[src/shared/rbs_pkg.sv]
package rbs_pkg;

  localparam int RBS_PC_W    = 14;
  localparam int RBS_SP_W    = 3;
  localparam int RBS_STACK_D = 8;
  localparam int RBS_PORTD_W = 8;
  localparam int RBS_DADDR_W = 10;

  // Cycle counts per instruction
  localparam int RBS_RET_CYCLES  = 2;
  localparam int RBS_RTI_CYCLES  = 1;

  // Reset values
  localparam logic [RBS_SP_W-1:0] RBS_SP_RST = 3'h7;
  localparam logic [7:0] RBS_PORTD_RST = 8'hff;
  localparam logic       RBS_PORTC_RST = 1'b0;
  localparam logic [3:0] RBS_NIB_RST   = 4'h0;

  // Index limit for the port D bit pointer
  localparam logic [3:0] RBS_PORTD_MAX = 4'h7;

  typedef enum logic [3:0] {
    RBS_OP_NONE   = 4'h0,
    RBS_OP_CLRD   = 4'h1,
    RBS_OP_RET    = 4'h2,
    RBS_OP_RETI   = 4'h3,
    RBS_OP_RETSK  = 4'h4,
    RBS_OP_SETB   = 4'h5,
    RBS_OP_SETC   = 4'h6,
    RBS_OP_SETPC  = 4'h7,
    RBS_OP_CLRUP  = 4'h8
  } rbs_op_e;

  // Context saved on interrupt entry
  typedef struct packed {
    logic [2:0] file_x;
    logic [3:0] row_y;
    logic [2:0] word_z;
    logic       carry;
    logic       skip;
    logic       nop_mode;
    logic [3:0] acc_a;
    logic [3:0] reg_b;
  } rbs_ctx_s;

  typedef enum logic [1:0] {
    RBS_ST_IDLE = 2'b00,
    RBS_ST_RET2 = 2'b01
  } rbs_state_e;

endpackage : rbs_pkg

[src/design/rbs_exec.sv]
// Functional notes
// - Port-D clear drives bit selected by Y low; only Y 0..7 valid.
// - Subroutine return pops PC from stack, decrements SP, two cycles.
// - Interrupt return pops PC, decrements SP, resumes main, one cycle.
// - Interrupt return restores file, row and word data pointers.
// - Interrupt return restores carry, skip status and no-op mode status.
// - No-op status covers repeated load-immediate runs executing only first.
// - Interrupt return restores accumulator A and register B.
// - Return-and-skip pops like return, two cycles, skips next instruction.
// - Memory bit set writes 1 to bit j of nibble at data pointer.
`timescale 1ns/10ps
module rbs_exec #(
  parameter int STACK_D = rbs_pkg::RBS_STACK_D
) (
  // Clock and reset
  input  wire logic                           sys_clk,
  input  wire logic                           rst_b,
  // Decoded instruction
  input  wire logic                           instr_valid,
  input  wire rbs_pkg::rbs_op_e               instr_op,
  input  wire logic [1:0]                     bit_j,
  input  wire logic                           load_imm_instr,
  input  wire logic [rbs_pkg::RBS_PC_W-1:0]   pc_in,
  // Interrupt entry and live context
  input  wire logic                           int_take,
  input  wire rbs_pkg::rbs_ctx_s              live_ctx,
  // Data memory read side
  input  wire logic [3:0]                     mem_rdata,
  // High-reference flag set from elsewhere in the core
  input  wire logic                           high_ref_set,
  // Program flow
  output logic                                busy,
  output logic                                pc_load,
  output logic [rbs_pkg::RBS_PC_W-1:0]        pc_out,
  output logic                                skip_next,
  output logic [rbs_pkg::RBS_SP_W-1:0]        stack_ptr,
  // Context restore
  output logic                                ctx_restore,
  output rbs_pkg::rbs_ctx_s                   ctx_out,
  output logic                                nop_mode,
  // Data memory write
  output logic                                mem_we,
  output logic [rbs_pkg::RBS_DADDR_W-1:0]     mem_addr,
  output logic [3:0]                          mem_wdata,
  // Flags and ports
  output logic                                carry_flag,
  output logic                                high_ref_enable_flag,
  output logic                                port_c,
  output logic [rbs_pkg::RBS_PORTD_W-1:0]     port_d
);
  import rbs_pkg::*;

  rbs_state_e         state_reg, state_next;
  rbs_ctx_s           saved_reg;
  logic               busy_reg, pc_load_reg, skip_reg, restore_reg;
  logic [RBS_PC_W-1:0] pc_reg;
  logic               mem_we_reg;
  logic [RBS_DADDR_W-1:0] mem_addr_reg;
  logic [3:0]         mem_wdata_reg;
  logic               carry_reg, high_ref_reg, portc_reg, nop_reg;
  rbs_ctx_s           ctx_snap;
  logic [RBS_PORTD_W-1:0] portd_reg;
  rbs_ctx_s           ctx_reg;
  logic [RBS_SP_W-1:0] sp_reg;

  wire go = instr_valid && !busy_reg;
  wire is_ret   = go && (instr_op == RBS_OP_RET);
  wire is_retsk = go && (instr_op == RBS_OP_RETSK);
  wire is_reti  = go && (instr_op == RBS_OP_RETI);
  wire is_clrd  = go && (instr_op == RBS_OP_CLRD);
  wire is_setb  = go && (instr_op == RBS_OP_SETB);
  wire is_setc  = go && (instr_op == RBS_OP_SETC);
  wire is_setpc = go && (instr_op == RBS_OP_SETPC);
  wire is_clrup = go && (instr_op == RBS_OP_CLRUP);
  wire pop      = is_ret || is_retsk || is_reti;
  wire y_ok     = (live_ctx.row_y <= RBS_PORTD_MAX);
  wire [2:0] y_idx = live_ctx.row_y[2:0];
  wire [RBS_PORTD_W-1:0] d_mask = ~(8'h01 << y_idx);
  wire [3:0] set_mask = 4'h1 << bit_j;
  wire [RBS_DADDR_W-1:0] ptr_addr =
    {live_ctx.file_x, live_ctx.row_y, live_ctx.word_z};
  wire [RBS_PC_W-1:0] stk_top;
  wire [RBS_SP_W-1:0] stk_sp;
  // Mirrors the stack: interrupt entry pushes, returns pop
  wire [RBS_SP_W-1:0] sp_next = int_take ? stk_sp + RBS_SP_W'(1) :
                                pop ? stk_sp - RBS_SP_W'(1) : stk_sp;
  // Run of load-immediates: only the first executes
  wire nop_next = go ? load_imm_instr : nop_reg;
  wire nop_sel  = is_reti ? saved_reg.nop_mode : nop_next;
  wire carry_sel = is_reti ? saved_reg.carry :
                   is_setc ? 1'b1 : carry_reg;

  rbs_ret_stack #(
    .DEPTH (STACK_D),
    .PC_W  (RBS_PC_W),
    .SP_W  (RBS_SP_W)
  ) u_stack (
    .sys_clk (sys_clk),
    .rst_b   (rst_b),
    .push    (int_take),
    .push_pc (pc_in),
    .pop     (pop),
    .top_pc  (stk_top),
    .sp      (stk_sp)
  );

  always_comb begin
    state_next = state_reg;
    unique case (state_reg)
      RBS_ST_IDLE: begin
        if (is_ret || is_retsk) begin
          state_next = RBS_ST_RET2;
        end
      end
      RBS_ST_RET2: begin
        state_next = RBS_ST_IDLE;
      end
      default: state_next = RBS_ST_IDLE;
    endcase
  end

  // Carry and no-op status live here, so they are saved from here
  always_comb begin
    ctx_snap          = live_ctx;
    ctx_snap.carry    = carry_reg;
    ctx_snap.nop_mode = nop_reg;
  end

  always_ff @(posedge sys_clk) begin
    if (!rst_b) begin
      saved_reg <= '0;
    end else if (int_take) begin
      saved_reg <= ctx_snap;
    end
  end

  always_ff @(posedge sys_clk) begin
    if (!rst_b) begin
      state_reg     <= RBS_ST_IDLE;
      busy_reg      <= 1'b0;
      pc_load_reg   <= 1'b0;
      pc_reg        <= '0;
      skip_reg      <= 1'b0;
      restore_reg   <= 1'b0;
      ctx_reg       <= '0;
      nop_reg       <= 1'b0;
      sp_reg        <= RBS_SP_RST;
    end else begin
      state_reg   <= state_next;
      busy_reg    <= (state_next == RBS_ST_RET2);
      pc_load_reg <= pop;
      if (pop) begin
        pc_reg <= stk_top;
      end
      skip_reg    <= is_retsk ? 1'b1 :
                     is_reti  ? saved_reg.skip : 1'b0;
      restore_reg <= is_reti;
      if (is_reti) begin
        ctx_reg <= saved_reg;
      end
      nop_reg <= nop_sel;
      sp_reg  <= sp_next;
    end
  end

  always_ff @(posedge sys_clk) begin
    if (!rst_b) begin
      mem_we_reg    <= 1'b0;
      mem_addr_reg  <= '0;
      mem_wdata_reg <= RBS_NIB_RST;
      carry_reg     <= 1'b0;
      high_ref_reg  <= 1'b0;
      portc_reg     <= RBS_PORTC_RST;
      portd_reg     <= RBS_PORTD_RST;
    end else begin
      mem_we_reg <= is_setb;
      if (is_setb) begin
        mem_addr_reg  <= ptr_addr;
        mem_wdata_reg <= mem_rdata | set_mask;
      end
      carry_reg <= carry_sel;
      // A set from the core wins over a clear in the same cycle
      if (high_ref_set) begin
        high_ref_reg <= 1'b1;
      end else if (is_clrup) begin
        high_ref_reg <= 1'b0;
      end
      if (is_setpc) begin
        portc_reg <= 1'b1;
      end
      if (is_clrd && y_ok) begin
        portd_reg <= portd_reg & d_mask;
      end
    end
  end

  assign busy                 = busy_reg;
  assign pc_load              = pc_load_reg;
  assign pc_out               = pc_reg;
  assign skip_next            = skip_reg;
  assign stack_ptr            = sp_reg;
  assign ctx_restore          = restore_reg;
  assign ctx_out              = ctx_reg;
  assign nop_mode             = nop_reg;
  assign mem_we               = mem_we_reg;
  assign mem_addr             = mem_addr_reg;
  assign mem_wdata            = mem_wdata_reg;
  assign carry_flag           = carry_reg;
  assign high_ref_enable_flag = high_ref_reg;
  assign port_c               = portc_reg;
  assign port_d               = portd_reg;

  property p_ret_two;
    @(posedge sys_clk) disable iff (!rst_b)
      is_ret |=> busy ##1 !busy;
  endproperty
  a_ret_two: assert property (p_ret_two)
    else $error("return not 2 cycles");

  property p_reti_one;
    @(posedge sys_clk) disable iff (!rst_b)
      is_reti |=> pc_load && !busy && ctx_restore;
  endproperty
  a_reti_one: assert property (p_reti_one)
    else $error("reti not 1 cycle");

  property p_reti_ctx;
    @(posedge sys_clk) disable iff (!rst_b)
      is_reti |=> ctx_out == $past(saved_reg);
  endproperty
  a_reti_ctx: assert property (p_reti_ctx)
    else $error("pointers lost");

  property p_reti_carry;
    @(posedge sys_clk) disable iff (!rst_b)
      is_reti |=> carry_flag == $past(saved_reg.carry);
  endproperty
  a_reti_carry: assert property (p_reti_carry)
    else $error("carry lost");

  property p_reti_nop;
    @(posedge sys_clk) disable iff (!rst_b)
      is_reti |=> nop_mode == $past(saved_reg.nop_mode);
  endproperty
  a_reti_nop: assert property (p_reti_nop)
    else $error("nop mode lost");

  property p_reti_ab;
    @(posedge sys_clk) disable iff (!rst_b)
      is_reti |=> ctx_out.acc_a == $past(saved_reg.acc_a)
              && ctx_out.reg_b == $past(saved_reg.reg_b);
  endproperty
  a_reti_ab: assert property (p_reti_ab)
    else $error("A or B lost");

  property p_retsk;
    @(posedge sys_clk) disable iff (!rst_b)
      is_retsk |=> skip_next && pc_load && pc_out == $past(stk_top);
  endproperty
  a_retsk: assert property (p_retsk)
    else $error("ret-skip wrong");

  property p_setb;
    @(posedge sys_clk) disable iff (!rst_b)
      is_setb |=> mem_we && mem_wdata[$past(bit_j)];
  endproperty
  a_setb: assert property (p_setb)
    else $error("bit set missed");

  property p_setc;
    @(posedge sys_clk) disable iff (!rst_b)
      is_setc |=> carry_flag;
  endproperty
  a_setc: assert property (p_setc)
    else $error("carry not set");

  property p_setpc;
    @(posedge sys_clk) disable iff (!rst_b)
      is_setpc |=> port_c;
  endproperty
  a_setpc: assert property (p_setpc)
    else $error("port C not set");

  property p_clrup;
    @(posedge sys_clk) disable iff (!rst_b)
      is_clrup && !high_ref_set |=>
        !high_ref_enable_flag && $stable(carry_flag);
  endproperty
  a_clrup: assert property (p_clrup)
    else $error("flag clear wrong");

  property p_clrd;
    @(posedge sys_clk) disable iff (!rst_b)
      is_clrd && y_ok |=> !port_d[$past(y_idx)];
  endproperty
  a_clrd: assert property (p_clrd)
    else $error("port D bit not cleared");

endmodule : rbs_exec

[src/design/rbs_ret_stack.sv]
`timescale 1ns/10ps
module rbs_ret_stack #(
  parameter int DEPTH = 8,
  parameter int PC_W  = 14,
  parameter int SP_W  = 3
) (
  // Clock and reset
  input  wire logic            sys_clk,
  input  wire logic            rst_b,
  // Push and pop
  input  wire logic            push,
  input  wire logic [PC_W-1:0] push_pc,
  input  wire logic            pop,
  output logic      [PC_W-1:0] top_pc,
  output logic      [SP_W-1:0] sp
);
  import rbs_pkg::*;

  logic [PC_W-1:0] mem_reg [DEPTH];
  logic [SP_W-1:0] sp_reg;
  logic [SP_W-1:0] sp_inc;

  assign sp_inc = sp_reg + SP_W'(1);
  assign top_pc = mem_reg[sp_reg];
  assign sp     = sp_reg;

  always_ff @(posedge sys_clk) begin
    if (!rst_b) begin
      sp_reg <= SP_W'(RBS_SP_RST);
      // Cleared so a pop from an empty stack returns a known PC
      for (int i = 0; i < DEPTH; i++) begin
        mem_reg[i] <= '0;
      end
    end else if (push) begin
      sp_reg          <= sp_inc;
      mem_reg[sp_inc] <= push_pc;
    end else if (pop) begin
      sp_reg <= sp_reg - SP_W'(1);
    end
  end

endmodule : rbs_ret_stack

[config.mk]
export PLATFORM = sky130hd
export DESIGN_NAME = rbs_exec
export DESIGN_NICKNAME = d
export VERILOG_FILES = /design/src/shared/rbs_pkg.sv /design/src/design/rbs_exec.sv /design/src/design/rbs_ret_stack.sv
export SDC_FILE = /design/constraint.sdc
export NUM_CORES = 1
export LEC_CHECK = 0
export ABC_AREA = 1
export BUFFER_PORTS_ARGS = -buffer_cell sky130_fd_sc_hd__buf_4
export CAP_MARGIN = 15
export CORE_MARGIN = 2
export CORE_UTILIZATION = 55
export CTS_CLUSTER_DIAMETER = 100
export DETAILED_ROUTE_END_ITERATION = 8
export GPL_ROUTABILITY_DRIVEN = 0
export PLACE_DENSITY = 0.76
export SLEW_MARGIN = 20
export SYNTH_ARGS = -nofsm -noshare
export SYNTH_HDL_FRONTEND = slang
export SYNTH_HIERARCHICAL = 1
export SYNTH_SLANG_ARGS = --single-unit
[constraint.sdc]
create_clock -name sys_clk -period 4.56 [get_ports sys_clk]
set_clock_uncertainty 0.15 [all_clocks]
set_input_delay 0.912 -clock sys_clk [delete_from_list [all_inputs] [get_ports sys_clk]]
set_output_delay 0.912 -clock sys_clk [all_outputs]
set_load 0.01 [all_outputs]
* After elaboration in Yosys (flattened, before gate mapping)
Memory sizes are Yosys's and may differ from the RTL's. A register that Yosys moved wholly into a read port is not among the register bits. Cells that the tools add are included.
Operators by class: $add $sub $neg 2, magnitude comparators 1, equal/unequal tests 9, shifts and indexed selects 2, muxes and demuxes 19, bitwise operators 3, reduce and logical (&&, ||, !) cells 20
Operators with widths (number):
- equality test 4 x 3 -> 1 bit (second input constant) | 4
- two-way mux 14 bit | 1
- OR reduction 14 bit | 1
- two-way mux 1 bit | 13
- logical AND 1 bit | 10
- two-way mux 3 bit | 3
- AND 8 bit | 1
- equality test 4 x 2 -> 1 bit (second input constant) | 2
- NOT 8 bit | 1
- nonzero test 2 bit | 4
- left shift 1 x 3 -> 8 bit (first input constant) | 1
- equality test 4 x 1 -> 1 bit (second input constant) | 1
- equality test 4 bit (second input constant) | 1
- <= comparator 4 x 3 -> 1 bit (second input constant) | 1
- two-way mux 2 bit | 2
- OR 4 bit | 1
- left shift 1 x 2 -> 4 bit (first input constant) | 1
- adder 3 x 1 -> 3 bit (second input constant) | 1
- subtractor 3 x 1 -> 3 bit (second input constant) | 1
- equality test 2 x 1 -> 1 bit (second input constant) | 1
- logical NOT 1 bit | 2
- logical NOT 2 bit | 1
- logical OR 1 bit | 2
Word-level totals: flip-flop bits (word level) 78, memory bits (writable) 112, input port bits 51, output and inout port bits 69, logic and storage cells 87, memories 1
Memory list:
- u_stack.mem_reg | words 8, bits a word 14, rd ports 1, clocked after memory_dff 1, wr ports 8, line rbs_ret_stack.sv:19 | logic [PC_W-1:0] mem_reg [DEPTH];

* Logic depth before layout (Yosys ltp)
Gate-level depths: netlist of run 1.
depth after elaboration 7, gate-level depth with buffers 10, gate-level depth less buffers 8

* By module
The synthesis of run 1 kept the hierarchy.
Modules (own cells, without submodules):
- rbs_ret_stack | instances 1, cells an instance 666, area an instance 5771.8 um^2, sequential area each 3483.3 um^2
- rbs_exec | instances 1, cells an instance 419, area an instance 3449.6 um^2, sequential area each 1841.8 um^2

* Worst setup path after synthesis of run 1
OpenSTA, ideal clock, no wires.
path type in2reg, from input port rst_b, to memory u_stack.mem_reg[1][0] (enable), library setup time 361 ps, arrival 2007 ps, required time 4049 ps, path slack 2042 ps, cell stages on the path 6, buffers on the path 2, path through buf_4 -> nand2_1 -> nor2_2 -> nand3_2 -> buf_2 -> nand2_1
RTL lines:
- start, declared | line rbs_exec.sv:17 | input wire logic rst_b,
- end, declared | line rbs_ret_stack.sv:19

==> results by group, run 1 <==
Power
  • Leak: 4.986 nW
  • Switching share of power: 24.63%
  • Share of total power in the clock network: 40.4%
  • Total power per unit cell area: 406.0 nW/um^2
  • VDD IR max: 0.3850 mV
  • Relative contribution of sequential cells to total power: 48.4%
  • Internal power consumption: 3.323 mW
  • Fraction of power consumed by combinational cells: 11.2%
  • Sw power: 1.086 mW

STA
  • RSZ-0062 raised after global routing: false
  • Number of endpoints failing setup at the final stage: 0
  • Transition at the pin with the smallest max-transition slack: 0.9973 ns
  • Setup_tns: 0 ns
  • Final worst-path cycle share: 61.04%
  • Worst slew slack as a fraction of its limit: 33.44%
  • Maximum operating frequency: 359.3 MHz
  • Final Worst Setup Slack: 1.777 ns
  • Final count of hold timing violations: 0
  • Post-layout min period: 2.783 ns
  • Max-slew violation count: 0

Die
  • Starting density of the core: 56.00%
  • Vertical die dimension: 133.5 um
  • # IOs: 120
  • Core area: 16470 sq um
  • Die Span X: 133.5 um
  • Number of core rows: 47
  • Die area: 17820 sq um

Clock tree
  • Clock tree from TritonCTS: built
  • Deepest level of the CTS H-tree: 1
  • Skew-Pair Late Insertion Delay: 0.50 ns
  • Number of buffers between clock root and the deepest sink: 3
  • Root buffer cell: clkbuf_16
  • Setup bufs post-CTS: 0
  • CTS Sinks: 210
  • Number of buffers added by the clock tree synthesis step: 23
  • Clock-pin slew reported for the worst setup and hold paths after clock tree synthesis: 0.06 ns
  • Cells resized by post-CTS repair: 0
  • CTS Hold Buffers Added: 0

Yosys
  • Most frequently used cell type in the post-synthesis netlist: nand2_1
  • Most used flip-flop cell after synthesis: edfxtp_1
  • Netlist cell types: 36
  • Ys async rst share: 0%
  • Sequential share of the synthesized area: 57.75%
  • Synthesis warning total: 6
  • Cell area after synthesis: 9221 sq um
  • Post-synth top area share: 36.47%
  • Post-synthesis sequential element count: 210
  • Synth top cells by count: nand2_1, inv_1, nor2_1
  • Number of instances in the synthesized netlist: 1085
  • Biggest area consumer among synthesized cells: edfxtp_1
  • Net count after synthesis: 1140
  • Number of enable-type register cells in the synthesized netlist: 112
  • Avg Synthesized Cell Area: 8.499 sq um
  • Most area-consuming cells after synthesis: edfxtp_1, dfxtp_1, nand2_1

GRT
  • Pin count of the biggest net entering global routing: 60
  • Via count of the first global-routing pass: 6564
  • Antenna violations before repair: 0
  • Global-route wire length before repair: 33430 um
  • GRT Resource Usage Total: 23.31%
  • Overflow left after global routing: 0

Cells and area
  • Layout overhead on the synthesized area: 17.77%
  • Multi-input logic area: 2984 sq um
  • Share of cells above drive strength 1: 16.36%
  • Number of flip-flops in the largest register: 112
  • Post-route insts no fill: 1418
  • Footprint of the flip-flops and latches: 5325 sq um
  • NumNets Final: 1237
  • Filler instances: 1363
  • N_diodes: 0

Setup path
  • Type of origin of the critical path: register
  • Data arrival time of the critical path: 2.76 ns
  • Crit Path Class: reg2reg
  • Kind of end point of the critical path: register
  • Maximum fanout encountered on the critical timing path: 15
  • Required time of the worst setup path: 4.54 ns

Routing
  • Wire per inst: 14.62 um
  • Routed via count divided by cell count: 5.111
  • Vias: 7247
  • DR pass1 iterations: 5
  • DRC violations left: 0
  • Antenna Violating Nets Remaining: 0
  • Initial detailed-routing violation count: 696
  • Routed wire length: 20730 um

Placed design
  • # placed instances: 1377
  • Half-perimeter wire length of the detailed placement result: 13430 um
  • Post-Place Worst Slack: 1.336 ns
  • PortBufs: 117

Min path
  • Class of the tightest hold or removal check: reg2reg

Job
  • Max-cap violations: 0

Run status
  • Outcome: complete, no violations
## power by group through the flow
stage          Clock [mW]  Combinational, mW  Sequential (mW)
6_report             1.78              0.493             2.13
5_1_grt              1.87              0.555             2.14
4_1_cts              1.80              0.492             2.13
3_5_place_dp            0              0.488             2.17
3_3_place_gp            0              0.478             2.17
2_1_floorplan           0              0.331             2.17
## cells in the final DEF, fill, tap and decap left out, drive strengths merged
cell type | Yosys | layout
bufinv | 0 | 2
a31oi | 2 | 2
nand4 | 4 | 4
clkbuf | 20 | 31
clkinv | 1 | 8
o21ai | 49 | 49
nand2 | 292 | 292
dfxtp | 98 | 98
conb | 1 | 1
edfxtp | 112 | 112
buf | 31 | 123
xor2 | 3 | 3
a21oi | 62 | 62
and2 | 1 | 1
ha | 4 | 4
o21bai | 4 | 4
nor2 | 159 | 159
nand3 | 73 | 73
xnor2 | 2 | 2
nor3 | 1 | 1
inv | 166 | 167
## metrics by stage
step	hold slack (ns)	total power [mW]	cell area (sq um)	utilization, %
after detailed placement	0.2874	2.661	10140	61.57
after CTS	0.2964	4.427	10860	65.96
after floorplan	0.2865	2.498	9221	-
after global routing	0.3130	4.573	10860	65.96
final	0.2940	4.409	10860	65.96
after global placement	0.2840	2.648	10140	61.57
## final timing paths
kind | slack (ns) | endpoint | depth (start not counted) | startpoint
hold reg to reg | 0.29 | mem_addr[0] | 2 | mem_addr[0]
setup / recovery | 1.78 | u_stack/mem_reg[1][13] | 5 | u_stack/sp[0]
hold / removal | 0.29 | mem_addr[0] | 2 | mem_addr[0]
setup reg to reg | 1.78 | u_stack/mem_reg[1][13] | 5 | u_stack/sp[0]
## kinds of logic after synthesis
| family | count (synthesis) | synth area share, % |
|---|---|---|
| adders and majority gates | 4 | 0.5428 |
| buffers and inverters | 218 | 9.891 |
| xor gates and xnor gates | 5 | 0.6379 |
| AOI/OAI and AO/OA | 117 | 6.852 |
| DFF | 210 | 57.75 |
| and+or+nand+nor | 530 | 24.29 |
| other | 1 | 0.04067 |
## per-layer routing
metal,GRT usage [%],share of wire (%),wire [um],vias up
met1,33.27,43,8977,3332
met2,37.86,46,9588,292
met5,0,0,0,-
met4,5.496,1.8,375,0
li1,-,-,-,3588
met3,3.615,8.6,1792,35
## worst max-delay path, stage by stage, from the launching register on
cell     delay, ns
dfxtp_1       0.50
inv_1         0.12
ha_1          0.44
inv_1         0.22
nand3_2       0.35
nand2_1       0.63
## final cells by class
cell class | instances | share of cell area (%)
well taps | 220 | 2.535
inverters | 167 | 5.795
multi-input cells | 657 | 27.48
flip-flops and latches | 210 | 49.03
clock buffers | 31 | 5.760
repair buffers | 123 | 8.502
clock inverters | 10 | 0.8986
(Power assumes the default switching activity.)
==> run 2: changes to the inputs <==
==> constraint.sdc (replaced) <==
create_clock -name sys_clk -period 2.6 [get_ports sys_clk]
set_clock_uncertainty 0.15 [all_clocks]
set_input_delay 0.52 -clock sys_clk [delete_from_list [all_inputs] [get_ports sys_clk]]
set_output_delay 0.52 -clock sys_clk [all_outputs]
set_load 0.01 [all_outputs]
==> run 2 against run 1 <==
Final cell count up 1.9%. Combinational power up 90%. Clock power up 72%. Sequential share of layout area down 1.1 points. Largest power group unchanged. Largest cell class unchanged. Clock-buffer cell count up 5. Non-clock buffer count up 30. Cell area up 2.2%. Sequential power up 75%. Highest routed layer unchanged. Core utilization up 1.5 points. Wire length up 4.8%. Worst setup slack worse by 1.2 ns.
==> results by group, run 2 (synthesis gave the netlist of run 1 again) <==
Setup path
  • Cell family with the largest share of critical-path delay: flip-flops
  • Maximum single-stage delay on the critical path: 0.43 ns (-0.20 ns)
  • Number of stages on the worst setup path: 5 (unchanged)
  • Number of buffer and inverter stages on the critical path: 1 (-1)
  • Required time of the worst setup path: 2.65 ns (-1.89 ns)
  • Slowest-stage cell, CP: dfxtp_1
  • Critical register-to-register path startpoint: u_stack/sp[1]
  • Type of origin of the critical path: register
  • Critical R2R Capture: u_stack/mem_reg[5][4]
  • Reg-to-reg slack, setup: 0.54 ns (-1.23 ns)
  • Logic depth of the worst register-to-register path: 5 (unchanged)
  • Maximum fanout encountered on the critical timing path: 10 (-5)
  • Chain of cells forming the critical path: ha_1 -> xor2_2 -> nand3_2 -> nand2_1 -> buf_12
  • Kind of end point of the critical path: register
  • Data arrival time of the critical path: 2.11 ns (-0.65 ns)
  • Crit Path Class: reg2reg

Clock tree
  • Clock tree from TritonCTS: built
  • Number of buffers added by the clock tree synthesis step: 23 (unchanged)
  • CTS Hold Buffers Added: 0 (unchanged)
  • Skew-Pair Late Insertion Delay: 0.49 ns (about the same)
  • Cells resized by post-CTS repair: 0 (unchanged)
  • Clock-pin slew reported for the worst setup and hold paths after clock tree synthesis: 0.06 ns (about the same)
  • Root buffer cell: clkbuf_16
  • Deepest level of the CTS H-tree: 1 (unchanged)
  • CTS Sinks: 210 (unchanged)
  • Setup bufs post-CTS: 0 (unchanged)
  • Number of buffers between clock root and the deepest sink: 3 (unchanged)

STA
  • Maximum operating frequency: 486.3 MHz (+35%)
  • Final count of hold timing violations: 0 (unchanged)
  • Final hold slack: 0.1026 ns (-0.1914 ns)
  • Max-slew violation count: 0 (unchanged)
  • RSZ-0062 raised after global routing: false
  • Final worst-path cycle share: 79.10% (+18 points)
  • Transition at the pin with the smallest max-transition slack: 0.6475 ns (-0.3499 ns)
  • Worst slew slack as a fraction of its limit: 56.84% (+23 points)
  • Number of endpoints failing setup at the final stage: 0 (unchanged)
  • Setup_tns: 0 ns (unchanged)
  • Post-layout min period: 2.057 ns (-0.7269 ns)

Cells and area
  • N_diodes: 0 (unchanged)
  • Commonest cells after routing, fill and taps aside: nand2_1, inv_1, nor2_1
  • Number of flip-flops in the largest register: 112 (unchanged)
  • NumNets Final: 1267 (+2.4%)
  • Filler instances: 1320 (-3.2%)
  • Share of cells above drive strength 1: 18.53% (+2.2 points)
  • Layout overhead on the synthesized area: 20.39%
  • Most common cell after layout, fill and taps aside: nand2_1

Power
  • Leak: 5.133 nW (+2.9%)
  • Power after layout: 7.735 mW (+75%)
  • VDD IR max: 0.4890 mV (+27%)
  • Total power per unit cell area: 696.7 nW/um^2 (+72%)

Routing
  • Routed via count divided by cell count: 5.111 (about the same)
  • Routed wire length: 21720 um (+4.8%)
  • Wire per inst: 15.03 um (+2.8%)
  • Initial detailed-routing violation count: 500 (-28%)
  • Antenna Violating Nets Remaining: 0 (unchanged)
  • DRC violations left: 0 (unchanged)
  • Vias: 7386 (+1.9%)
  • DR pass1 iterations: 5 (unchanged)

Die
  • Vertical die dimension: 133.5 um (unchanged)
  • Number of core rows: 47 (unchanged)
  • # IOs: 120 (unchanged)
  • Core area: 16470 sq um (unchanged)
  • Die area: 17820 sq um (unchanged)
  • Starting density of the core: 56.00% (unchanged)
  • Die Span X: 133.5 um (unchanged)

GRT
  • Overflow left after global routing: 0 (unchanged)
  • Global-route wire length before repair: 34560 um (+3.4%)
  • Antenna violations before repair: 0 (unchanged)
  • GRT Resource Usage Total: 24.30% (+0.99 points)
  • Pin count of the biggest net entering global routing: 57 (-5.0%)
  • Via count of the first global-routing pass: 7095 (+8.1%)

Placed design
  • PortBufs: 117 (unchanged)
  • Half-perimeter wire length of the detailed placement result: 14200 um (+5.8%)

Min path
  • End point of the most critical hold path: saved_reg[3]
  • Hold Path Origin: live_ctx[3]
  • Number of stages on the worst hold path: 3 (+1)
  • Class of the tightest hold or removal check: in2reg

Run status
  • Outcome: complete, no violations

Job
  • Max-cap violations: 0 (unchanged)
==> run 2: worst min-delay path: stages <==
cell	delay [ns]
buf_4	0.08
nor2_1	0.03
nor2_1	0.08
==> run 2: area by class of cell <==
| type | count | area [sq um] | share of cell area, % |
|---|---|---|---|
| inverters | 167 | 629.4 | 5.669 |
| clock buffers | 36 | 700.7 | 6.311 |
| flip-flops and latches | 210 | 5325 | 47.97 |
| repair buffers | 153 | 1174 | 10.57 |
| clock inverters | 2 | 13.76 | 0.1240 |
| multi-input cells | 657 | 2984 | 26.88 |
| well taps | 220 | 275.3 | 2.479 |
==> run 2: routing by layer <==
layer / global-route usage, % / part of all wire, %
met3: 3.691 / 8.2
met4: 8.392 / 2.0
met2: 41.07 / 48
met1: 32.17 / 42
met5: 0 / 0
==> run 2: report_power, final <==
part	internal, mW	total (mW)	switching (mW)
Sequential	3.67	3.73	0.0633
Clock	1.84	3.06	1.22
Combinational	0.320	0.939	0.620
Total	5.83	7.73	1.91
==> run 2: worst max path at each step <==
stage,from,end
after CTS,u_stack/sp[1],u_stack/mem_reg[5][4]
after detailed placement,instr_op[2],port_d[0]
after floorplan,u_stack/sp[0],u_stack/mem_reg[0][0]
after global routing,u_stack/sp[1],u_stack/mem_reg[5][4]
after global placement,instr_op[2],port_d[1]
final,u_stack/sp[1],u_stack/mem_reg[5][4]
==> run 2: metrics by stage <==
step           std cells  setup WS [ns]  area, sq um  utilization, %
2_1_floorplan       1085         0.3350         9221               -
3_3_place_gp        1407         0.5883        10390           63.09
3_5_place_dp        1407         0.5521        10390           63.09
4_1_cts             1445         0.5322        11100           67.42
5_1_grt             1445         0.4592        11100           67.42
6_report            1445         0.5434        11100           67.42
==> run 3: changes to the inputs <==
--- a/config.mk
+++ b/config.mk
@@ -5,7 +5,7 @@
 export SDC_FILE = /design/constraint.sdc
 export NUM_CORES = 1
 export LEC_CHECK = 0
-export ABC_AREA = 1
+export ABC_AREA = 0
 export BUFFER_PORTS_ARGS = -buffer_cell sky130_fd_sc_hd__buf_4
 export CAP_MARGIN = 15
 export CORE_MARGIN = 2
@@ -13,7 +13,7 @@
 export CTS_CLUSTER_DIAMETER = 100
 export DETAILED_ROUTE_END_ITERATION = 8
 export GPL_ROUTABILITY_DRIVEN = 0
-export PLACE_DENSITY = 0.76
+export PLACE_DENSITY = 0.77
 export SLEW_MARGIN = 20
 export SYNTH_ARGS = -nofsm -noshare
 export SYNTH_HDL_FRONTEND = slang
==> constraint.sdc (replaced) <==
create_clock -name sys_clk -period 2.1 [get_ports sys_clk]
set_clock_uncertainty 0.15 [all_clocks]
set_input_delay 0.42 -clock sys_clk [delete_from_list [all_inputs] [get_ports sys_clk]]
set_output_delay 0.42 -clock sys_clk [all_outputs]
set_load 0.01 [all_outputs]
==> run 3 against run 2 <==
Sequential power increased by 24%. Worst setup slack got worse by 0.47 ns. Clock power increased by 24%. Sequential share of layout area decreased by 0.21 points. Critical path type unchanged.
==> results by group, run 3 <==
Setup path
  • Reg-to-reg slack, setup: 0.08 ns (-0.47 ns)
  • Kind of end point of the critical path: register
  • Required time of the worst setup path: 2.20 ns (-0.45 ns)
  • Maximum fanout encountered on the critical timing path: 14 (+4)
  • Crit Path Class: reg2reg
  • Data arrival time of the critical path: 2.12 ns (about the same)
  • Type of origin of the critical path: register

Yosys
  • Cell area after synthesis: 9046 sq um (-1.9%)
  • Post-synthesis sequential element count: 210 (unchanged)
  • Number of instances in the synthesized netlist: 721 (-34%)
  • Synthesis warning total: 6 (unchanged)
  • Most frequently used cell type in the post-synthesis netlist: and2_1
  • Post-synth top area share: 37.18% (+0.71 points)
  • Ys async rst share: 0% (unchanged)
  • Most area-consuming cells after synthesis: edfxtp_1, dfxtp_1, mux4_1
  • Biggest area consumer among synthesized cells: edfxtp_1
  • Sequential share of the synthesized area: 58.87% (+1.1 points)
  • Net count after synthesis: 776 (-32%)
  • Netlist cell types: 52 (+44%)
  • Number of enable-type register cells in the synthesized netlist: 112 (unchanged)
  • Avg Synthesized Cell Area: 12.55 sq um (+48%)
  • Synth top cells by count: and2_1, edfxtp_1, nand2_1
  • Most used flip-flop cell after synthesis: edfxtp_1

STA
  • RSZ-0062 raised after global routing: false
  • Final Worst Setup Slack: 0.07587 ns (-0.4676 ns)
  • Number of endpoints failing setup at the final stage: 0 (unchanged)
  • Final count of hold timing violations: 0 (unchanged)
  • Maximum operating frequency: 494.0 MHz (+1.6%)
  • Transition at the pin with the smallest max-transition slack: 0.7262 ns (+0.07874 ns)
  • Final hold slack: 0.01553 ns (-0.08709 ns)
  • Worst slew slack as a fraction of its limit: 51.52% (-5.3 points)
  • Final worst-path cycle share: 96.39% (+17 points)
  • Setup_tns: 0 ns (unchanged)
  • Max-slew violation count: 0 (unchanged)
  • Post-layout min period: 2.024 ns (-0.03242 ns)

Cells and area
  • Post-route cell area: 11160 sq um (+0.52%)
  • Number of flip-flops in the largest register: 112 (unchanged)
  • Layout overhead on the synthesized area: 23.36%
  • Commonest cells after routing, fill and taps aside: buf_4, and2_1, edfxtp_1
  • N_diodes: 0 (unchanged)
  • Post-route insts no fill: 1082 (-25%)
  • Most common cell after layout, fill and taps aside: buf_4
  • Share of cells above drive strength 1: 25.75% (+7.2 points)
  • NumNets Final: 908 (-28%)
  • End-of-flow core utilization: 69.75% (+2.3 points)

Die
  • # IOs: 120 (unchanged)
  • Starting density of the core: 56.54% (+0.53 points)
  • Core area: 16000 sq um (-2.8%)
  • Die area: 17490 sq um (-1.8%)
  • Die Span X: 132.3 um (-0.93%)
  • Vertical die dimension: 132.3 um (-0.93%)
  • Number of core rows: 46 (-2.1%)

Routing
  • Antenna Violating Nets Remaining: 0 (unchanged)
  • Routed via count divided by cell count: 5.446 (+6.6%)
  • Initial detailed-routing violation count: 422 (-16%)
  • Vias: 5893 (-20%)
  • DRC violations left: 0 (unchanged)
  • Routed wire length: 19630 um (-9.6%)
  • DR pass1 iterations: 5 (unchanged)
  • Wire per inst: 18.14 um (+21%)

Placed design
  • Half-perimeter wire length of the detailed placement result: 12920 um (-9.0%)
  • PortBufs: 117 (unchanged)
  • # placed instances: 1045 (-26%)
  • Post-placement cell area: 10420 sq um (+0.35%)
  • Post-Place Worst Slack: -0.1210 ns (-0.6731 ns)

Clock tree
  • Number of buffers added by the clock tree synthesis step: 22 (-4.3%)
  • CTS Hold Buffers Added: 0 (unchanged)
  • CTS Sinks: 210 (unchanged)
  • Clock-pin slew reported for the worst setup and hold paths after clock tree synthesis: 0.06 ns (about the same)
  • Setup bufs post-CTS: 0 (unchanged)
  • Root buffer cell: clkbuf_16
  • Deepest level of the CTS H-tree: 1 (unchanged)
  • Cells resized by post-CTS repair: 2 (+2)
  • Number of buffers between clock root and the deepest sink: 3 (unchanged)
  • Clock tree from TritonCTS: built
  • Skew-Pair Late Insertion Delay: 0.50 ns (about the same)

Run status
  • Outcome: complete, no violations

GRT
  • GRT Resource Usage Total: 22.53% (-1.8 points)
  • Global-route wire length before repair: 31480 um (-8.9%)
  • Via count of the first global-routing pass: 6098 (-14%)
  • Antenna violations before repair: 0 (unchanged)
  • Pin count of the biggest net entering global routing: 62 (+8.8%)
  • Overflow left after global routing: 0 (unchanged)

Power
  • Leak: 4.600 nW (-10%)
  • Total power per unit cell area: 850.4 nW/um^2 (+22%)
  • VDD IR max: 0.6806 mV (+39%)
  • Power after layout: 9.490 mW (+23%)

Min path
  • Class of the tightest hold or removal check: in2reg

Job
  • Max-cap violations: 0 (unchanged)
## run 3: cell types whose count changed after synthesis, moves of 38 or more
cell and delta:
nand2_1 -179, a21oi_1 -42, nor2_1 -140, and2_1 +114, o21ai_0 -38, inv_1 -153
nand3_1 -56
## run 3: worst paths after layout
| kind | start | end | depth (start not counted) |
|---|---|---|---|
| min | high_ref_set | high_ref_enable_flag | 3 |
| max reg2reg | u_stack/sp[0] | u_stack/mem_reg[4][7] | 6 |
| max | u_stack/sp[0] | u_stack/mem_reg[4][7] | 6 |
| min reg2reg | pc_out[7] | pc_out[7] | 2 |
## run 3: cells by family (layout without fill, tap and decap cells)
family                     count (synthesis)  in the layout  synth area share (%)
other                                      1              1               0.04145
and+or+nand+nor                          299            299                 18.05
DFF                                      210            210                 58.87
xor gates and xnor gates                   3              3                0.4565
adders and majority gates                  4              4                0.5533
muxes                                     64             64                 12.37
buffers and inverters                     57            202                 3.043
AOI/OAI and AO/OA                         83             83                 6.625
## run 3: routing by layer
layer | share of wire (%) | global-route usage (%) | vias to the layer above | routed length (um)
met5 | 0 | 0 | - | 0
met4 | 3.1 | 7.646 | 0 | 611
met3 | 5.7 | 3.691 | 48 | 1111
met2 | 49 | 39.06 | 207 | 9583
met1 | 42 | 28.95 | 2837 | 8321
li1 | - | - | 2801 | -
## run 3: layout make-up
cell class / instances / area (sq um)
flip-flops and latches: 210 / 5329
fillers: 1095 / 4841
multi-input cells: 454 / 3528
repair buffers: 153 / 1274
clock buffers: 33 / 664.4
well taps: 216 / 270.3
inverters: 12 / 50.05
clock inverters: 4 / 43.79
## run 3: power breakdown
part | internal [mW] | total, mW | switching [mW]
Sequential | 4.54 | 4.63 | 0.0869
Clock | 2.29 | 3.79 | 1.49
Combinational | 0.539 | 1.08 | 0.540
## run 3: critical path, cell delays in order (launching register included)
cell and delay, ns:
dfxtp_4 0.37, ha_1 0.27, xnor2_2 0.32, buf_4 0.24, nor3_4 0.05, buf_4 0.19
and2_1 0.18
